$ cat src/logic/pcgsr_pkg.sv
// Purpose: shared constants for the peripheral clock gate and soft reset
// Assumes: 32-bit classic Wishbone register bus, byte addresses
// Notes: offsets are byte addresses of aligned words
package pcgsr_pkg;
	// register offsets
	localparam logic [11:0] OFS_SRC0 = 12'h040;
	localparam logic [11:0] OFS_SRC1 = 12'h044;
	localparam logic [11:0] OFS_SRC2 = 12'h048;
	localparam logic [11:0] OFS_MODE_CTRL = 12'h060;
	localparam logic [11:0] OFS_GATE_STAT = 12'h064;
	localparam logic [11:0] OFS_RUN_GATE = 12'h108;
	localparam logic [11:0] OFS_SLP_GATE = 12'h118;
	localparam logic [11:0] OFS_DSL_GATE = 12'h128;
	// writable bits of each register
	localparam logic [31:0] SRC0_MASK = 32'h0000_0008;
	localparam logic [31:0] SRC1_MASK = 32'h0707_1013;
	localparam logic [31:0] SRC2_MASK = 32'h0000_001f;
	localparam logic [31:0] GATE_MASK = 32'h0000_001f;
	localparam logic [31:0] MODE_MASK = 32'h0000_0001;
	// values after reset
	localparam logic [31:0] SRC_RST = 32'h0000_0000;
	localparam logic [4:0] GATE_RST = 5'h00;
	localparam logic ACG_RST = 1'b0;
	// field positions
	localparam int WDT_BIT = 3;
	localparam int COMP_LSB = 24;
	localparam int TMR_LSB = 16;
	localparam int TWI_BIT = 12;
	localparam int SSI_BIT = 4;
	localparam int ASY_LSB = 0;
	localparam int ACG_BIT = 0;
	localparam int STAT_MODE_LSB = 8;
	localparam int PORT_COUNT = 5;
	// power modes
	typedef enum logic [1:0] {
		PCGSR_RUN = 2'b00,
		PCGSR_SLEEP = 2'b01,
		PCGSR_DEEP = 2'b10
	} pcgsr_mode_e;
endpackage

$ cat src/logic/pcgsr_gate_sel.sv
// Purpose: picks which gating register drives the port clocks
// Assumes: mode requests come from logic on the same clock
// Notes: deep sleep outranks sleep when both are requested
`timescale 1ns/1ns
`default_nettype none
module pcgsr_gate_sel (
	input wire logic [4:0] run_gate_i,
	input wire logic [4:0] slp_gate_i,
	input wire logic [4:0] dsl_gate_i,
	input wire logic acg_i,
	input wire logic sleep_i,
	input wire logic deep_i,
	output logic [4:0] gate_o,
	output pcgsr_pkg::pcgsr_mode_e mode_o
);
	// without auto gating the run settings always apply
	always_comb begin
		if (acg_i && deep_i) begin
			mode_o = pcgsr_pkg::PCGSR_DEEP;
			gate_o = dsl_gate_i;
		end else if (acg_i && sleep_i) begin
			mode_o = pcgsr_pkg::PCGSR_SLEEP;
			gate_o = slp_gate_i;
		end else begin
			mode_o = pcgsr_pkg::PCGSR_RUN;
			gate_o = run_gate_i;
		end
	end
endmodule
`default_nettype wire

$ cat src/logic/pcgsr_top.sv
// Purpose: port clock gating and peripheral soft reset control
// Assumes: classic Wishbone slave, one clock, synchronous reset
// Notes: capability masks and power mode requests are same-clock inputs
//
// How it works
// gate bit one clocks unit, zero stops it
// access to unclocked unit answers bus fault
// all gate bits zero after reset
// run, sleep, deep-sleep gate registers kept
// sleep registers apply only with auto gating
// deep-sleep gate bits 4:0, rest read zero
// software preserves reserved bits on updates
// capability masks gate soft reset writes
// reset register zero bit 3 is watchdog
// register one bits 26:24 are comparators
// register one bits 18:16 are counters
// bit 12 two-wire, bit 4 sync serial
// bits 1:0 async serial, reserved read zero
// register two bits 4:0 are ports
// deep gate and register one reset zero
// reset bit holds unit until cleared
`timescale 1ns/1ns
`default_nettype none
module pcgsr_top (
	input wire logic core_clk_i,
	input wire logic sys_rst_i,
	input wire logic wb_cyc_i,
	input wire logic wb_stb_i,
	input wire logic wb_we_i,
	input wire logic [11:0] wb_adr_i,
	input wire logic [3:0] wb_sel_i,
	input wire logic [31:0] wb_dat_i,
	output logic [31:0] wb_dat_o,
	output logic wb_ack_o,
	output logic wb_err_o,
	input wire logic [31:0] capability_mask_one_i,
	input wire logic [31:0] capability_mask_two_i,
	input wire logic [31:0] capability_mask_four_i,
	input wire logic sleep_req_i,
	input wire logic deep_sleep_req_i,
	input wire logic periph_req_i,
	input wire logic [4:0] periph_port_sel_i,
	output logic periph_fault_o,
	output logic [4:0] port_clk_en_o,
	output logic watchdog_rst_o,
	output logic [2:0] comparator_rst_o,
	output logic [2:0] gp_counter_rst_o,
	output logic two_wire_rst_o,
	output logic sync_serial_rst_o,
	output logic [1:0] async_serial_rst_o,
	output logic [4:0] io_port_rst_o
);
	typedef struct packed {
		logic ack;
		logic err;
		logic [31:0] rdat;
		logic [31:0] src0;
		logic [31:0] src1;
		logic [31:0] src2;
		logic [4:0] run_gate;
		logic [4:0] slp_gate;
		logic [4:0] dsl_gate;
		logic auto_clock_gating;
		logic [4:0] clk_en;
		logic fault;
	} pcgsr_state_s;

	pcgsr_state_s st;
	pcgsr_state_s next_st;
	logic [4:0] eff_gate;
	pcgsr_pkg::pcgsr_mode_e eff_mode;
	logic bus_req;
	logic bus_wr;
	logic mapped;
	logic [31:0] wmask;

	// word address match
	function automatic logic addr_hit(input logic [11:0] adr,
		input logic [11:0] ofs);
		addr_hit = (adr[11:2] == ofs[11:2]);
	endfunction

	// every decoded offset
	function automatic logic is_mapped(input logic [11:0] adr);
		is_mapped = addr_hit(adr, pcgsr_pkg::OFS_SRC0) ||
			addr_hit(adr, pcgsr_pkg::OFS_SRC1) ||
			addr_hit(adr, pcgsr_pkg::OFS_SRC2) ||
			addr_hit(adr, pcgsr_pkg::OFS_MODE_CTRL) ||
			addr_hit(adr, pcgsr_pkg::OFS_GATE_STAT) ||
			addr_hit(adr, pcgsr_pkg::OFS_RUN_GATE) ||
			addr_hit(adr, pcgsr_pkg::OFS_SLP_GATE) ||
			addr_hit(adr, pcgsr_pkg::OFS_DSL_GATE);
	endfunction

	// byte enables widened to a bit mask
	function automatic logic [31:0] lane_mask(input logic [3:0] sel);
		lane_mask = 32'h0000_0000;
		for (int i = 0; i < 4; i++) begin
			lane_mask[i*8 +: 8] = {8{sel[i]}};
		end
	endfunction

	// replace only bits both enabled and writable
	function automatic logic [31:0] merge(input logic [31:0] old,
		input logic [31:0] wdat, input logic [31:0] allow);
		merge = (old & ~allow) | (wdat & allow);
	endfunction

	// five-bit gate update, reserved bits are never stored
	function automatic logic [4:0] gate_merge(input logic [4:0] old,
		input logic [31:0] wdat, input logic [31:0] allow);
		gate_merge = (old & ~allow[4:0]) | (wdat[4:0] & allow[4:0]);
	endfunction

	pcgsr_gate_sel u_gate_sel (
		.run_gate_i(st.run_gate),
		.slp_gate_i(st.slp_gate),
		.dsl_gate_i(st.dsl_gate),
		.acg_i(st.auto_clock_gating),
		.sleep_i(sleep_req_i),
		.deep_i(deep_sleep_req_i),
		.gate_o(eff_gate),
		.mode_o(eff_mode)
	);

	// bus request decode, one answer per request
	assign bus_req = wb_cyc_i && wb_stb_i && !st.ack && !st.err;
	assign bus_wr = bus_req && wb_we_i;
	assign mapped = is_mapped(wb_adr_i);
	assign wmask = lane_mask(wb_sel_i);

	// next state: registers, read data, gating and fault
	always_comb begin
		next_st = st;
		next_st.ack = bus_req && mapped;
		next_st.err = bus_req && !mapped;
		next_st.rdat = 32'h0000_0000;
		next_st.clk_en = eff_gate;
		next_st.fault = periph_req_i &&
			((periph_port_sel_i & ~st.clk_en) != 5'h00);
		if (bus_req && mapped && !wb_we_i) begin
			case (wb_adr_i[11:2])
				pcgsr_pkg::OFS_SRC0[11:2]: next_st.rdat = st.src0;
				pcgsr_pkg::OFS_SRC1[11:2]: next_st.rdat = st.src1;
				pcgsr_pkg::OFS_SRC2[11:2]: next_st.rdat = st.src2;
				pcgsr_pkg::OFS_MODE_CTRL[11:2]: begin
					next_st.rdat[pcgsr_pkg::ACG_BIT] = st.auto_clock_gating;
				end
				pcgsr_pkg::OFS_GATE_STAT[11:2]: begin
					next_st.rdat[4:0] = st.clk_en;
					next_st.rdat[pcgsr_pkg::STAT_MODE_LSB +: 2] = eff_mode;
				end
				pcgsr_pkg::OFS_RUN_GATE[11:2]: next_st.rdat[4:0] = st.run_gate;
				pcgsr_pkg::OFS_SLP_GATE[11:2]: next_st.rdat[4:0] = st.slp_gate;
				pcgsr_pkg::OFS_DSL_GATE[11:2]: begin
					next_st.rdat[4:0] = st.dsl_gate;
				end
				default: next_st.rdat = 32'h0000_0000;
			endcase
		end
		if (bus_wr && mapped) begin
			case (wb_adr_i[11:2])
				pcgsr_pkg::OFS_SRC0[11:2]: begin
					next_st.src0 = merge(st.src0, wb_dat_i, wmask &
						pcgsr_pkg::SRC0_MASK & capability_mask_one_i);
				end
				pcgsr_pkg::OFS_SRC1[11:2]: begin
					next_st.src1 = merge(st.src1, wb_dat_i, wmask &
						pcgsr_pkg::SRC1_MASK & capability_mask_two_i);
				end
				pcgsr_pkg::OFS_SRC2[11:2]: begin
					next_st.src2 = merge(st.src2, wb_dat_i, wmask &
						pcgsr_pkg::SRC2_MASK & capability_mask_four_i);
				end
				pcgsr_pkg::OFS_MODE_CTRL[11:2]: begin
					if (wmask[pcgsr_pkg::ACG_BIT] &&
						pcgsr_pkg::MODE_MASK[pcgsr_pkg::ACG_BIT]) begin
						next_st.auto_clock_gating = wb_dat_i[pcgsr_pkg::ACG_BIT];
					end
				end
				pcgsr_pkg::OFS_RUN_GATE[11:2]: begin
					next_st.run_gate = gate_merge(st.run_gate, wb_dat_i,
						wmask & pcgsr_pkg::GATE_MASK);
				end
				pcgsr_pkg::OFS_SLP_GATE[11:2]: begin
					next_st.slp_gate = gate_merge(st.slp_gate, wb_dat_i,
						wmask & pcgsr_pkg::GATE_MASK);
				end
				pcgsr_pkg::OFS_DSL_GATE[11:2]: begin
					next_st.dsl_gate = gate_merge(st.dsl_gate, wb_dat_i,
						wmask & pcgsr_pkg::GATE_MASK);
				end
				default: next_st.auto_clock_gating = st.auto_clock_gating;
			endcase
		end
	end

	// state register with synchronous reset
	always_ff @(posedge core_clk_i) begin
		if (sys_rst_i) begin
			st.ack <= 1'b0;
			st.err <= 1'b0;
			st.rdat <= 32'h0000_0000;
			st.src0 <= pcgsr_pkg::SRC_RST;
			st.src1 <= pcgsr_pkg::SRC_RST;
			st.src2 <= pcgsr_pkg::SRC_RST;
			st.run_gate <= pcgsr_pkg::GATE_RST;
			st.slp_gate <= pcgsr_pkg::GATE_RST;
			st.dsl_gate <= pcgsr_pkg::GATE_RST;
			st.auto_clock_gating <= pcgsr_pkg::ACG_RST;
			st.clk_en <= pcgsr_pkg::GATE_RST;
			st.fault <= 1'b0;
		end else begin
			st <= next_st;
		end
	end

	// outputs taken straight from the state flops
	assign wb_ack_o = st.ack;
	assign wb_err_o = st.err;
	assign wb_dat_o = st.rdat;
	assign periph_fault_o = st.fault;
	assign port_clk_en_o = st.clk_en;
	// reset lines stay asserted until software clears the bit
	assign watchdog_rst_o = st.src0[pcgsr_pkg::WDT_BIT];
	assign comparator_rst_o = st.src1[pcgsr_pkg::COMP_LSB +: 3];
	assign gp_counter_rst_o = st.src1[pcgsr_pkg::TMR_LSB +: 3];
	assign two_wire_rst_o = st.src1[pcgsr_pkg::TWI_BIT];
	assign sync_serial_rst_o = st.src1[pcgsr_pkg::SSI_BIT];
	assign async_serial_rst_o = st.src1[pcgsr_pkg::ASY_LSB +: 2];
	assign io_port_rst_o = st.src2[4:0];
endmodule
`default_nettype wire

$ cat config.mk
export PLATFORM = sky130hd
export DESIGN_NAME = pcgsr_top
export DESIGN_NICKNAME = d
export VERILOG_FILES = /design/src/logic/pcgsr_pkg.sv /design/src/logic/pcgsr_gate_sel.sv /design/src/logic/pcgsr_top.sv
export SDC_FILE = /design/constraint.sdc
export NUM_CORES = 1
export LEC_CHECK = 0
export BUFFER_PORTS_ARGS = -buffer_cell sky130_fd_sc_hd__buf_2
export CAP_MARGIN = 5
export CORE_AREA = 3 3 85 87
export CTS_CLUSTER_DIAMETER = 40
export CTS_CLUSTER_SIZE = 30
export DETAILED_ROUTE_END_ITERATION = 12
export DIE_AREA = 0 0 88 90
export PLACE_DENSITY = 0.88
export SETUP_SLACK_MARGIN = 0.5
export SYNTH_ARGS = -nofsm -noshare
export SYNTH_HDL_FRONTEND = slang
export SYNTH_SLANG_ARGS = --single-unit
$ cat constraint.sdc
create_clock -name core_clk_i -period 4.1 [get_ports core_clk_i]
set_clock_uncertainty 0.2 [all_clocks]
set_input_delay 1.23 -clock core_clk_i [delete_from_list [all_inputs] [get_ports core_clk_i]]
set_output_delay 1.23 -clock core_clk_i [all_outputs]
set_load 0.02 [all_outputs]
==> results of run 1 <==
-- power by group through the flow --
stage / Clock (W) / Sequential [W] / Combinational, W
3_3_place_gp: 0 / 0.000538 / 0.0000832
3_5_place_dp: 0 / 0.000538 / 0.0000855
2_1_floorplan: 0 / 0.000539 / 0.0000522
6_report: 0.000368 / 0.000526 / 0.0000865
5_1_grt: 0.000396 / 0.000526 / 0.0000934
4_1_cts: 0.000376 / 0.000526 / 0.0000857
-- metrics by stage --
| stage | cells | total power (W) |
|---|---|---|
| after floorplan | 322 | 0.000591 |
| after global placement | 433 | 0.000621 |
| after detailed placement | 433 | 0.000623 |
| after CTS | 441 | 0.000987 |
| after global routing | 441 | 0.00102 |
| final | 441 | 0.000980 |
-- worst min path at each step --
stage                     startpoint                to  slack [ps]  cells past startpoint
after floorplan                 flop  port_clk_en_o[2]         270                      2
after global placement          flop      wb_dat_o[16]         280                      1
after detailed placement        flop      wb_dat_o[26]         280                      1
after CTS                       flop  port_clk_en_o[0]         300                      2
after global routing            flop      wb_dat_o[17]         320                      1
final                           flop      wb_dat_o[16]         300                      1
-- routing by layer --
metal	GRT usage	share of wire	up-vias
li1	-	-	1133
met1	0.217	0.39	1049
met2	0.308	0.46	141
met3	0.0878	0.13	22
met4	0.0588	0.018	4
met5	0	0.0032	-
-- cells in the mapped netlist, types with 2 or more instances --
| cell type | count | area (µm²) |
|---|---|---|
| buf_2 | 2 | 10.0 |
| a311oi_1 | 6 | 52.6 |
| dfxtp_1 | 54 | 1080 |
| inv_1 | 4 | 15.0 |
| nor4_1 | 2 | 12.5 |
| nand2_1 | 15 | 56.3 |
| nand2b_1 | 3 | 18.8 |
| buf_4 | 51 | 383 |
| nand4_1 | 14 | 87.6 |
| mux2i_1 | 35 | 350 |
| a21oi_1 | 6 | 30.0 |
| a32oi_1 | 3 | 26.3 |
| nand4_2 | 2 | 25.0 |
| nor2b_1 | 4 | 25.0 |
| mux2_2 | 3 | 33.8 |
| clkbuf_1 | 11 | 41.3 |
| nand3_1 | 10 | 50.1 |
| nor2_1 | 44 | 165 |
| nor3b_1 | 3 | 22.5 |
| a22oi_1 | 4 | 30.0 |
| o21ai_0 | 2 | 10.0 |
| and3_1 | 8 | 50.1 |
-- cell usage in the layout (no fill, tap or decap), drive strengths merged, types with 6 or more instances in the layout --
master,netlist,layout
buf,53,98
dfxtp,54,54
a311oi,6,6
nand2,16,16
nand3,10,10
conb,1,18
mux2i,35,35
a21oi,6,6
and3,8,8
nor2,44,44
nand4,16,16
-- cell type report --
cell class,count,area [µm²],area share
Tap cell,77,96.3,0.0307
Clock inverter,3,47.5,0.0151
Timing Repair Buffer,98,505,0.161
Multi-Input combinational cell,200,1330,0.422
Clock buffer,5,68.8,0.0219
Inverter,4,15.0,0.00478
Sequential cell,54,1080,0.344
-- logic make-up after synthesis --
kind of cell / count (synthesis) / synth area share
buffers and inverters: 68 / 0.162
muxes: 38 / 0.138
AOI/OAI and AO/OA: 28 / 0.0810
other: 1 / 0.00135
DFF: 54 / 0.389
and+or+nand+nor: 116 / 0.229
==> flow_summary.json, run 1 <==
{
  "worst_slack_ps": 1090,
  "grt_pass1_wl_um": 11700,
  "path_class": "in2reg",
  "p_int_w": 0.000740,
  "cpLargestDelayFamily": "simple AND/OR/NAND/NOR gates",
  "grt_max_degree": 39,
  "synthArstFlopShare": 0,
  "r2r_slack_ps": 2010,
  "worst_slew_pin_slew_ps": 688,
  "fin_crit_sh": 0.735,
  "grt_overflow_total": 0,
  "hold_path.class": "reg2reg",
  "run_status": "complete, no violations",
  "wl_per_cell_um": 17.0,
  "post_cts_buffers": 0,
  "end_kind": "flop",
  "antenna_left": 0,
  "timing.hold.ws_ps": 300,
  "clkLatencyLatePin_ps": 310,
  "crit_path_start_kind": "primary input",
  "cpMaxStageDelayCell": "or4_4",
  "design_area_um2": 3140,
  "p_switching_w": 0.000240,
  "areaGrowthSynthToFinish_pct": 13.0,
  "hpwl_um": 5800,
  "grt_usage": 0.189,
  "die_y_um": 90,
  "root_buffer": "clkbuf_8",
  "ios": 213,
  "vias": 2349,
  "clkTransAtPathRegs_ps": 100,
  "viasPerCell": 5.33,
  "reg2reg_to": "wb_dat_o[8]",
  "slew_violations": 0,
  "hold_buffers": 0,
  "synth_warnings": 0,
  "initial_core_util": 0.433,
  "tns_ps": 0,
  "cts_max_level": 2,
  "synth_flop_cell": "dfxtp_1",
  "cts_resized": 0,
  "clock-sinks": 54,
  "finalHoldViolCount": 0,
  "crit_cells": 7,
  "antennaDiodeCount": 0,
  "maxCapViolations": 0,
  "rsz0062_at_grt": "false",
  "cts_max_path_buffers": 2,
  "irDropWorstVdd_v": 0.000148,
  "final_util": 0.489,
  "core_area_um2": 6420,
  "p_per_area_nw_per_um2": 312,
  "cts_tree": "done",
  "dieWidth_um": 88,
  "sw_frac_of_total": 0.245,
  "cp_slowest_stage_delay_ps": 580,
  "pwr-share-comb": 0.088,
  "grt_pass1_vias": 2386,
  "slew_headroom": 0.537,
  "critPathRequiredTime_ps": 4100,
  "reg2reg_from": "wb_ack_o",
  "critPathLaunch": "wb_adr_i[9]",
  "path_cells": "buf_2, or4_4, nor3b_1, buf_4, nand4_1, mux2i_1, nor2_1",
  "synth.avg_cell_area_um2": 9.11,
  "port_buffers": 92,
  "fillers": 624,
  "post-route-min-period_ps": 3010,
  "fmax_mhz": 332,
  "synth_edf_count": 0,
  "p_leak_nw": 1.62,
  "syn_inst": 305,
  "synth_cell_types": 41,
  "drive_gt1_frac": 0.327,
  "drt_wl_total_um": 7510,
  "seq_area_frac_synth": 0.389,
  "cp.arrival_ps": 3010,
  "setup_viol": 0,
  "worst-path-buf-inv": 2,
  "nNetsFinal": 520,
  "seq_power_share": 0.536,
  "clkPwrFrac": 0.376,
  "synth_seq_cells": 54,
  "place_ws_ps": 765,
  "rr_worst_depth": 4,
  "die_area_um2": 7920,
  "netlist_area_um2": 2780,
  "dr.pass1.iters": 5,
  "drc": 0,
  "drt_iter0_markers": 235,
  "std_cell_rows": 29,
  "cp_max_fo": 11,
  "cts_inserted_buffers": 5,
  "gp_congestion": 0.836,
  "placed_area_um2": 3020,
  "antenna_found_initial": 2
}
No activity file was read; power rests on OpenSTA's default activity.
==> run 2: changes to the inputs <==
--- a/config.mk
+++ b/config.mk
@@ -7,12 +7,12 @@
 export LEC_CHECK = 0
 export BUFFER_PORTS_ARGS = -buffer_cell sky130_fd_sc_hd__buf_2
 export CAP_MARGIN = 5
-export CORE_AREA = 3 3 85 87
+export CORE_AREA = 3 3 88 90
 export CTS_CLUSTER_DIAMETER = 40
 export CTS_CLUSTER_SIZE = 30
 export DETAILED_ROUTE_END_ITERATION = 12
-export DIE_AREA = 0 0 88 90
-export PLACE_DENSITY = 0.88
+export DIE_AREA = 0 0 91 93
+export PLACE_DENSITY = 0.83
 export SETUP_SLACK_MARGIN = 0.5
 export SYNTH_ARGS = -nofsm -noshare
 export SYNTH_HDL_FRONTEND = slang
==> constraint.sdc (replaced) <==
create_clock -name core_clk_i -period 2.98 [get_ports core_clk_i]
set_clock_uncertainty 0.2 [all_clocks]
set_input_delay 0.894 -clock core_clk_i [delete_from_list [all_inputs] [get_ports core_clk_i]]
set_output_delay 0.894 -clock core_clk_i [all_outputs]
set_load 0.02 [all_outputs]
==> flow_summary.json, run 2 (synthesis gave the netlist of run 1 again) <==
{
  "sw_frac_of_total": 0.259,
  "final_common_cell": "buf_2",
  "pwr-share-comb": 0.100,
  "hold_buffers": 0,
  "p_per_area_nw_per_um2": 381,
  "antennaDiodeCount": 0,
  "initial_core_util": 0.389,
  "fin_crit_sh": 0.859,
  "drt_wl_total_um": 7930,
  "drc": 0,
  "vias": 2466,
  "post-route-min-period_ps": 2560,
  "die_y_um": 93,
  "path_class": "in2reg",
  "p_int_w": 0.000960,
  "fmax_mhz": 391,
  "slew_violations": 0,
  "std_cell_rows": 31,
  "clkLatencyLatePin_ps": 310,
  "clkTransAtPathRegs_ps": 100,
  "critPathLaunch": "wb_adr_i[11]",
  "ios": 213,
  "tns_ps": 0,
  "hold_path.class": "reg2reg",
  "nNetsFinal": 535,
  "cts_inserted_buffers": 5,
  "viasPerCell": 5.16,
  "r2r_slack_ps": 1160,
  "drt_iter0_markers": 248,
  "drive_gt1_frac": 0.377,
  "grt_max_degree": 39,
  "core_area_um2": 7140,
  "dieWidth_um": 91,
  "run_status": "complete, no violations",
  "endpoint": "wb_dat_o[8]",
  "slew_headroom": 0.611,
  "irDropWorstVdd_v": 0.000198,
  "p_leak_nw": 1.73,
  "root_buffer": "clkbuf_8",
  "fillers": 664,
  "clock-sinks": 54,
  "port_buffers": 92,
  "antenna_found_initial": 3,
  "rsz0062_at_grt": "true",
  "setup_viol": 0,
  "gp_congestion": 0.944,
  "p_switching_w": 0.000335,
  "critPathRequiredTime_ps": 3010,
  "seq_power_share": 0.558,
  "grt_pass1_wl_um": 11900,
  "wl_per_cell_um": 16.6,
  "areaGrowthSynthToFinish_pct": 22.5,
  "timing.hold.ws_ps": 304,
  "cts_max_path_buffers": 2,
  "crit_path_start_kind": "primary input",
  "grt_pass1_vias": 2305,
  "cp_max_fo": 6,
  "reg2reg_from": "wb_ack_o",
  "dr.pass1.iters": 5,
  "rr_worst_depth": 4,
  "maxCapViolations": 0,
  "antenna_left": 0,
  "hpwl_um": 5830,
  "worst_slew_pin_slew_ps": 582,
  "clkPwrFrac": 0.341,
  "grt_overflow_total": 0,
  "end_kind": "flop",
  "die_area_um2": 8460,
  "finalHoldViolCount": 0,
  "cts_tree": "done",
  "layout_common_cells": "90 x buf_2, 54 x dfxtp_1, 43 x nor2_1, 35 x mux2i_1, 18 x conb_1",
  "cp.arrival_ps": 2590,
  "reg2reg_to": "wb_dat_o[8]",
  "cts_max_level": 2,
  "grt_usage": 0.178
}
-- run 2: cell types whose count changed in the layout (fill, tap and decap cells not counted), moves of 2 or more --
| cell | previous run | this run |
|---|---|---|
| clkbuf_16 | 0 | 2 |
| buf_6 | 0 | 6 |
| nand3_2 | 0 | 3 |
| buf_4 | 6 | 14 |
| nand4_4 | 0 | 2 |
| a21oi_2 | 0 | 3 |
| a21oi_1 | 6 | 3 |
| nand3_1 | 10 | 7 |
| nand4_2 | 2 | 0 |
| buf_2 | 92 | 90 |
-- run 2: layout make-up --
class / instances / area, µm² / share of cell area
Inverter: 4 / 15.0 / 0.00441
Multi-Input combinational cell: 200 / 1390 / 0.409
Tap cell: 99 / 124 / 0.0364
Clock inverter: 2 / 16.3 / 0.00478
Sequential cell: 54 / 1080 / 0.318
Clock buffer: 6 / 82.6 / 0.0243
Timing Repair Buffer: 113 / 693 / 0.204
-- run 2: per-layer routing --
| layer | wire length (µm) | GRT usage | vias up |
|---|---|---|---|
| met5 | 38 | 0 | - |
| met4 | 184 | 0.0678 | 6 |
| met3 | 835 | 0.0660 | 27 |
| met2 | 3560 | 0.264 | 146 |
| met1 | 3310 | 0.235 | 1130 |
| li1 | - | - | 1157 |
-- run 2: what timing repair did --
| item | 4_1_cts | 5_1_grt |
|---|---|---|
| resized for setup | 3 | 11 |
| endpoints found under the setup margin | 20 | 32 |
| gates cloned | 0 | 2 |
| buffers inserted | 5 | 3 |
| endpoints found under the hold margin | 0 | 0 |
| pin swaps | 2 | 10 |
-- run 2: power by group through the flow --
stage,Clock (W),Combinational [W],Sequential [W]
after floorplan,0,0.0000723,0.000742
after global placement,0,0.000121,0.000740
after detailed placement,0,0.000122,0.000740
after CTS,0.000451,0.000125,0.000723
after global routing,0.000487,0.000140,0.000724
final,0.000443,0.000130,0.000723
-- run 2: worst min path at each step --
stage | cells after the start | start | end | slack [ps]
6_report | 1 | flop | wb_dat_o[12] | 300
5_1_grt | 1 | flop | wb_dat_o[17] | 330
4_1_cts | 1 | flop | wb_dat_o[12] | 300
3_5_place_dp | 1 | flop | wb_dat_o[12] | 290
3_3_place_gp | 1 | flop | wb_dat_o[12] | 280
2_1_floorplan | 2 | flop | port_clk_en_o[2] | 270
-- run 2: critical path: stages --
cell and delay, ps:
buf_2 110, or4_4 580, or3b_4 430, o22ai_4 220, nand2_4 100, nor4_4 250
-- run 2: per-stage QoR --
stage / cell area (µm²) / util / std cells / setup slack [ps] / total power [W]
6_report: 3400 / 0.477 / 478 / 419 / 0.00130
2_1_floorplan: 2870 / - / 322 / 316 / 0.000814
5_1_grt: 3400 / 0.477 / 478 / 391 / 0.00135
4_1_cts: 3280 / 0.460 / 473 / 445 / 0.00130
3_5_place_dp: 3120 / 0.438 / 460 / 58.6 / 0.000862
3_3_place_gp: 3120 / 0.438 / 460 / 73.8 / 0.000860
==> run 3: changes to the inputs <==
--- a/config.mk
+++ b/config.mk
@@ -5,14 +5,15 @@
 export SDC_FILE = /design/constraint.sdc
 export NUM_CORES = 1
 export LEC_CHECK = 0
+export ABC_AREA = 1
 export BUFFER_PORTS_ARGS = -buffer_cell sky130_fd_sc_hd__buf_2
 export CAP_MARGIN = 5
-export CORE_AREA = 3 3 88 90
+export CORE_AREA = 3 3 87 89
 export CTS_CLUSTER_DIAMETER = 40
 export CTS_CLUSTER_SIZE = 30
 export DETAILED_ROUTE_END_ITERATION = 12
-export DIE_AREA = 0 0 91 93
-export PLACE_DENSITY = 0.83
+export DIE_AREA = 0 0 90 92
+export PLACE_DENSITY = 0.89
 export SETUP_SLACK_MARGIN = 0.5
 export SYNTH_ARGS = -nofsm -noshare
 export SYNTH_HDL_FRONTEND = slang
==> constraint.sdc (replaced) <==
create_clock -name core_clk_i -period 3.1 [get_ports core_clk_i]
set_clock_uncertainty 0.2 [all_clocks]
set_input_delay 0.155 -clock core_clk_i [delete_from_list [all_inputs] [get_ports core_clk_i]]
set_output_delay 0.155 -clock core_clk_i [all_outputs]
set_load 0.02 [all_outputs]
==> flow_summary.json, run 3 <==
{
  "run_status": "complete, no violations",
  "rr_worst_depth": 7,
  "wl_per_cell_um": 12.4,
  "grt_usage": 0.184,
  "antenna_left": 0,
  "cp.arrival_ps": 2460,
  "synthTopCellsByArea": "dfxtp_1 35%, nand2_1 13%, buf_4 12%",
  "synth_warnings": 0,
  "netlist_area_um2": 3060,
  "synth.avg_cell_area_um2": 6.49,
  "grt_overflow_total": 0,
  "drc": 0,
  "r2r_slack_ps": 850,
  "nNetsFinal": 706,
  "worst_slew_pin_slew_ps": 1050,
  "viasPerCell": 4.73,
  "synthArstFlopShare": 0,
  "dieWidth_um": 90,
  "p_switching_w": 0.000309,
  "slew_headroom": 0.298,
  "syn_inst": 472,
  "slew_violations": 0,
  "cts_inserted_buffers": 5,
  "seq_area_frac_synth": 0.353,
  "fmax_mhz": 415,
  "grt_pass1_wl_um": 12900,
  "die_area_um2": 8280,
  "grt_pass1_vias": 2951,
  "worst_slack_ps": 693,
  "path_class": "in2reg",
  "cts_tree": "done",
  "place_ws_ps": 876,
  "cts_resized": 0,
  "root_buffer": "clkbuf_8",
  "synth_seq_cells": 54,
  "fin_crit_sh": 0.777,
  "critPathRequiredTime_ps": 3150,
  "yosys.area.top_type": "dfxtp_1",
  "core_area_um2": 6830,
  "synth_edf_count": 0,
  "p_int_w": 0.000987,
  "seq_power_share": 0.536,
  "antennaDiodeCount": 0,
  "post_cts_buffers": 0,
  "rsz0062_at_grt": "false",
  "post-route-min-period_ps": 2410,
  "irDropWorstVdd_v": 0.000219,
  "final_common_cell": "nand2_1",
  "synth_flop_cell": "dfxtp_1",
  "finalHoldViolCount": 0,
  "std_cell_rows": 30,
  "drt_wl_total_um": 7990,
  "cts_max_path_buffers": 2,
  "drt_iter0_markers": 215,
  "clkTransAtPathRegs_ps": 100,
  "setup_viol": 0,
  "vias": 3057,
  "clock-sinks": 54,
  "hold_depth": 6,
  "synth.most_common_cell": "nand2_1",
  "initial_core_util": 0.448,
  "die_y_um": 92,
  "hp-start": "capability_mask_four_i[3]",
  "crit_path_start_kind": "primary input",
  "hold_path.class": "in2reg",
  "end_kind": "flop",
  "antenna_found_initial": 0,
  "synth_top_cell_area_share": 0.353,
  "ios": 213,
  "pwr-share-comb": 0.099,
  "port_buffers": 92,
  "hold_buffers": 20,
  "synth_cell_types": 28,
  "drive_gt1_frac": 0.211,
  "grt_max_degree": 33,
  "clkPwrFrac": 0.365,
  "areaGrowthSynthToFinish_pct": 17.5,
  "cp_max_fo": 32,
  "synth_top_cells_by_count": "107 x nand2_1, 95 x nor2_1, 72 x inv_1, 54 x dfxtp_1, 50 x buf_4",
  "tns_ps": 0,
  "fillers": 633,
  "gp_congestion": 0.888,
  "layout_common_cells": "107 x nand2_1, 95 x nor2_1, 92 x buf_2, 72 x inv_1, 54 x dfxtp_1",
  "p_leak_nw": 2.02,
  "cts_max_level": 2,
  "hpwl_um": 5700,
  "maxCapViolations": 0,
  "clkLatencyLatePin_ps": 300,
  "reg2reg_from": "wb_ack_o",
  "sw_frac_of_total": 0.239,
  "dr.pass1.iters": 5,
  "p_per_area_nw_per_um2": 360
}
-- run 3: cell families (layout without fill, tap and decap cells) --
| kind of cell | Yosys count | count (layout) | share of synthesized area |
|---|---|---|---|
| DFF | 54 | 54 | 0.353 |
| and+or+nand+nor | 241 | 241 | 0.343 |
| buffers and inverters | 138 | 199 | 0.236 |
| AOI/OAI and AO/OA | 38 | 38 | 0.0670 |
| other | 1 | 18 | 0.00122 |
-- run 3: metal layers --
layer  routed length [µm]  track usage  share of wire
met1                 3150        0.220           0.39
met2                 3900        0.316           0.49
met3                  664       0.0369          0.083
met4                  268       0.0842          0.034
met5                    0            0              0
-- run 3: worst max-delay path: stages --
cell and delay (ps):
dlygate4sd3_1 530, buf_2 190, inv_1 780, nand2_1 110, nor2_1 140, dlygate4sd3_1 550
-- run 3: power by group through the flow --
stage	combinational [W]	sequential [W]	clock, W
2_1_floorplan	0.0000728	0.000713	0
3_3_place_gp	0.000104	0.000711	0
3_5_place_dp	0.000106	0.000711	0
4_1_cts	0.000125	0.000695	0.000473
5_1_grt	0.000140	0.000695	0.000497
6_report	0.000128	0.000695	0.000473
-- run 3: worst max-delay path by stage --
stage               startpoint        endpoint  slack [ps]  depth (start not counted)
floorplan             wb_ack_o            flop        1440                          7
global placement      wb_ack_o            flop         990                          8
detailed placement    wb_ack_o            flop         880                          8
CTS                  sys_rst_i  periph_fault_o         740                          6
global route         sys_rst_i  periph_fault_o         560                          6
finish               sys_rst_i  periph_fault_o         690                          6
-- run 3: cell type report --
type | instances | area (µm²) | area share
Tap cell | 96 | 120 | 0.0334
Inverter | 77 | 289 | 0.0803
Clock buffer | 6 | 72.6 | 0.0202
Sequential cell | 54 | 1080 | 0.300
Multi-Input combinational cell | 297 | 1320 | 0.368
Clock inverter | 2 | 37.5 | 0.0104
Timing Repair Buffer | 114 | 676 | 0.188
-- run 3: per-stage QoR --
step / cell area, µm² / total power, W / instances / utilization / hold slack [ps]
finish: 3600 / 0.00130 / 646 / 0.527 / 75.9
global route: 3600 / 0.00133 / 646 / 0.527 / 97.5
CTS: 3600 / 0.00129 / 646 / 0.527 / 77.1
detailed placement: 3290 / 0.000817 / 618 / 0.482 / 146
global placement: 3290 / 0.000815 / 618 / 0.482 / 141
floorplan: 3130 / 0.000785 / 489 / - / 33.1
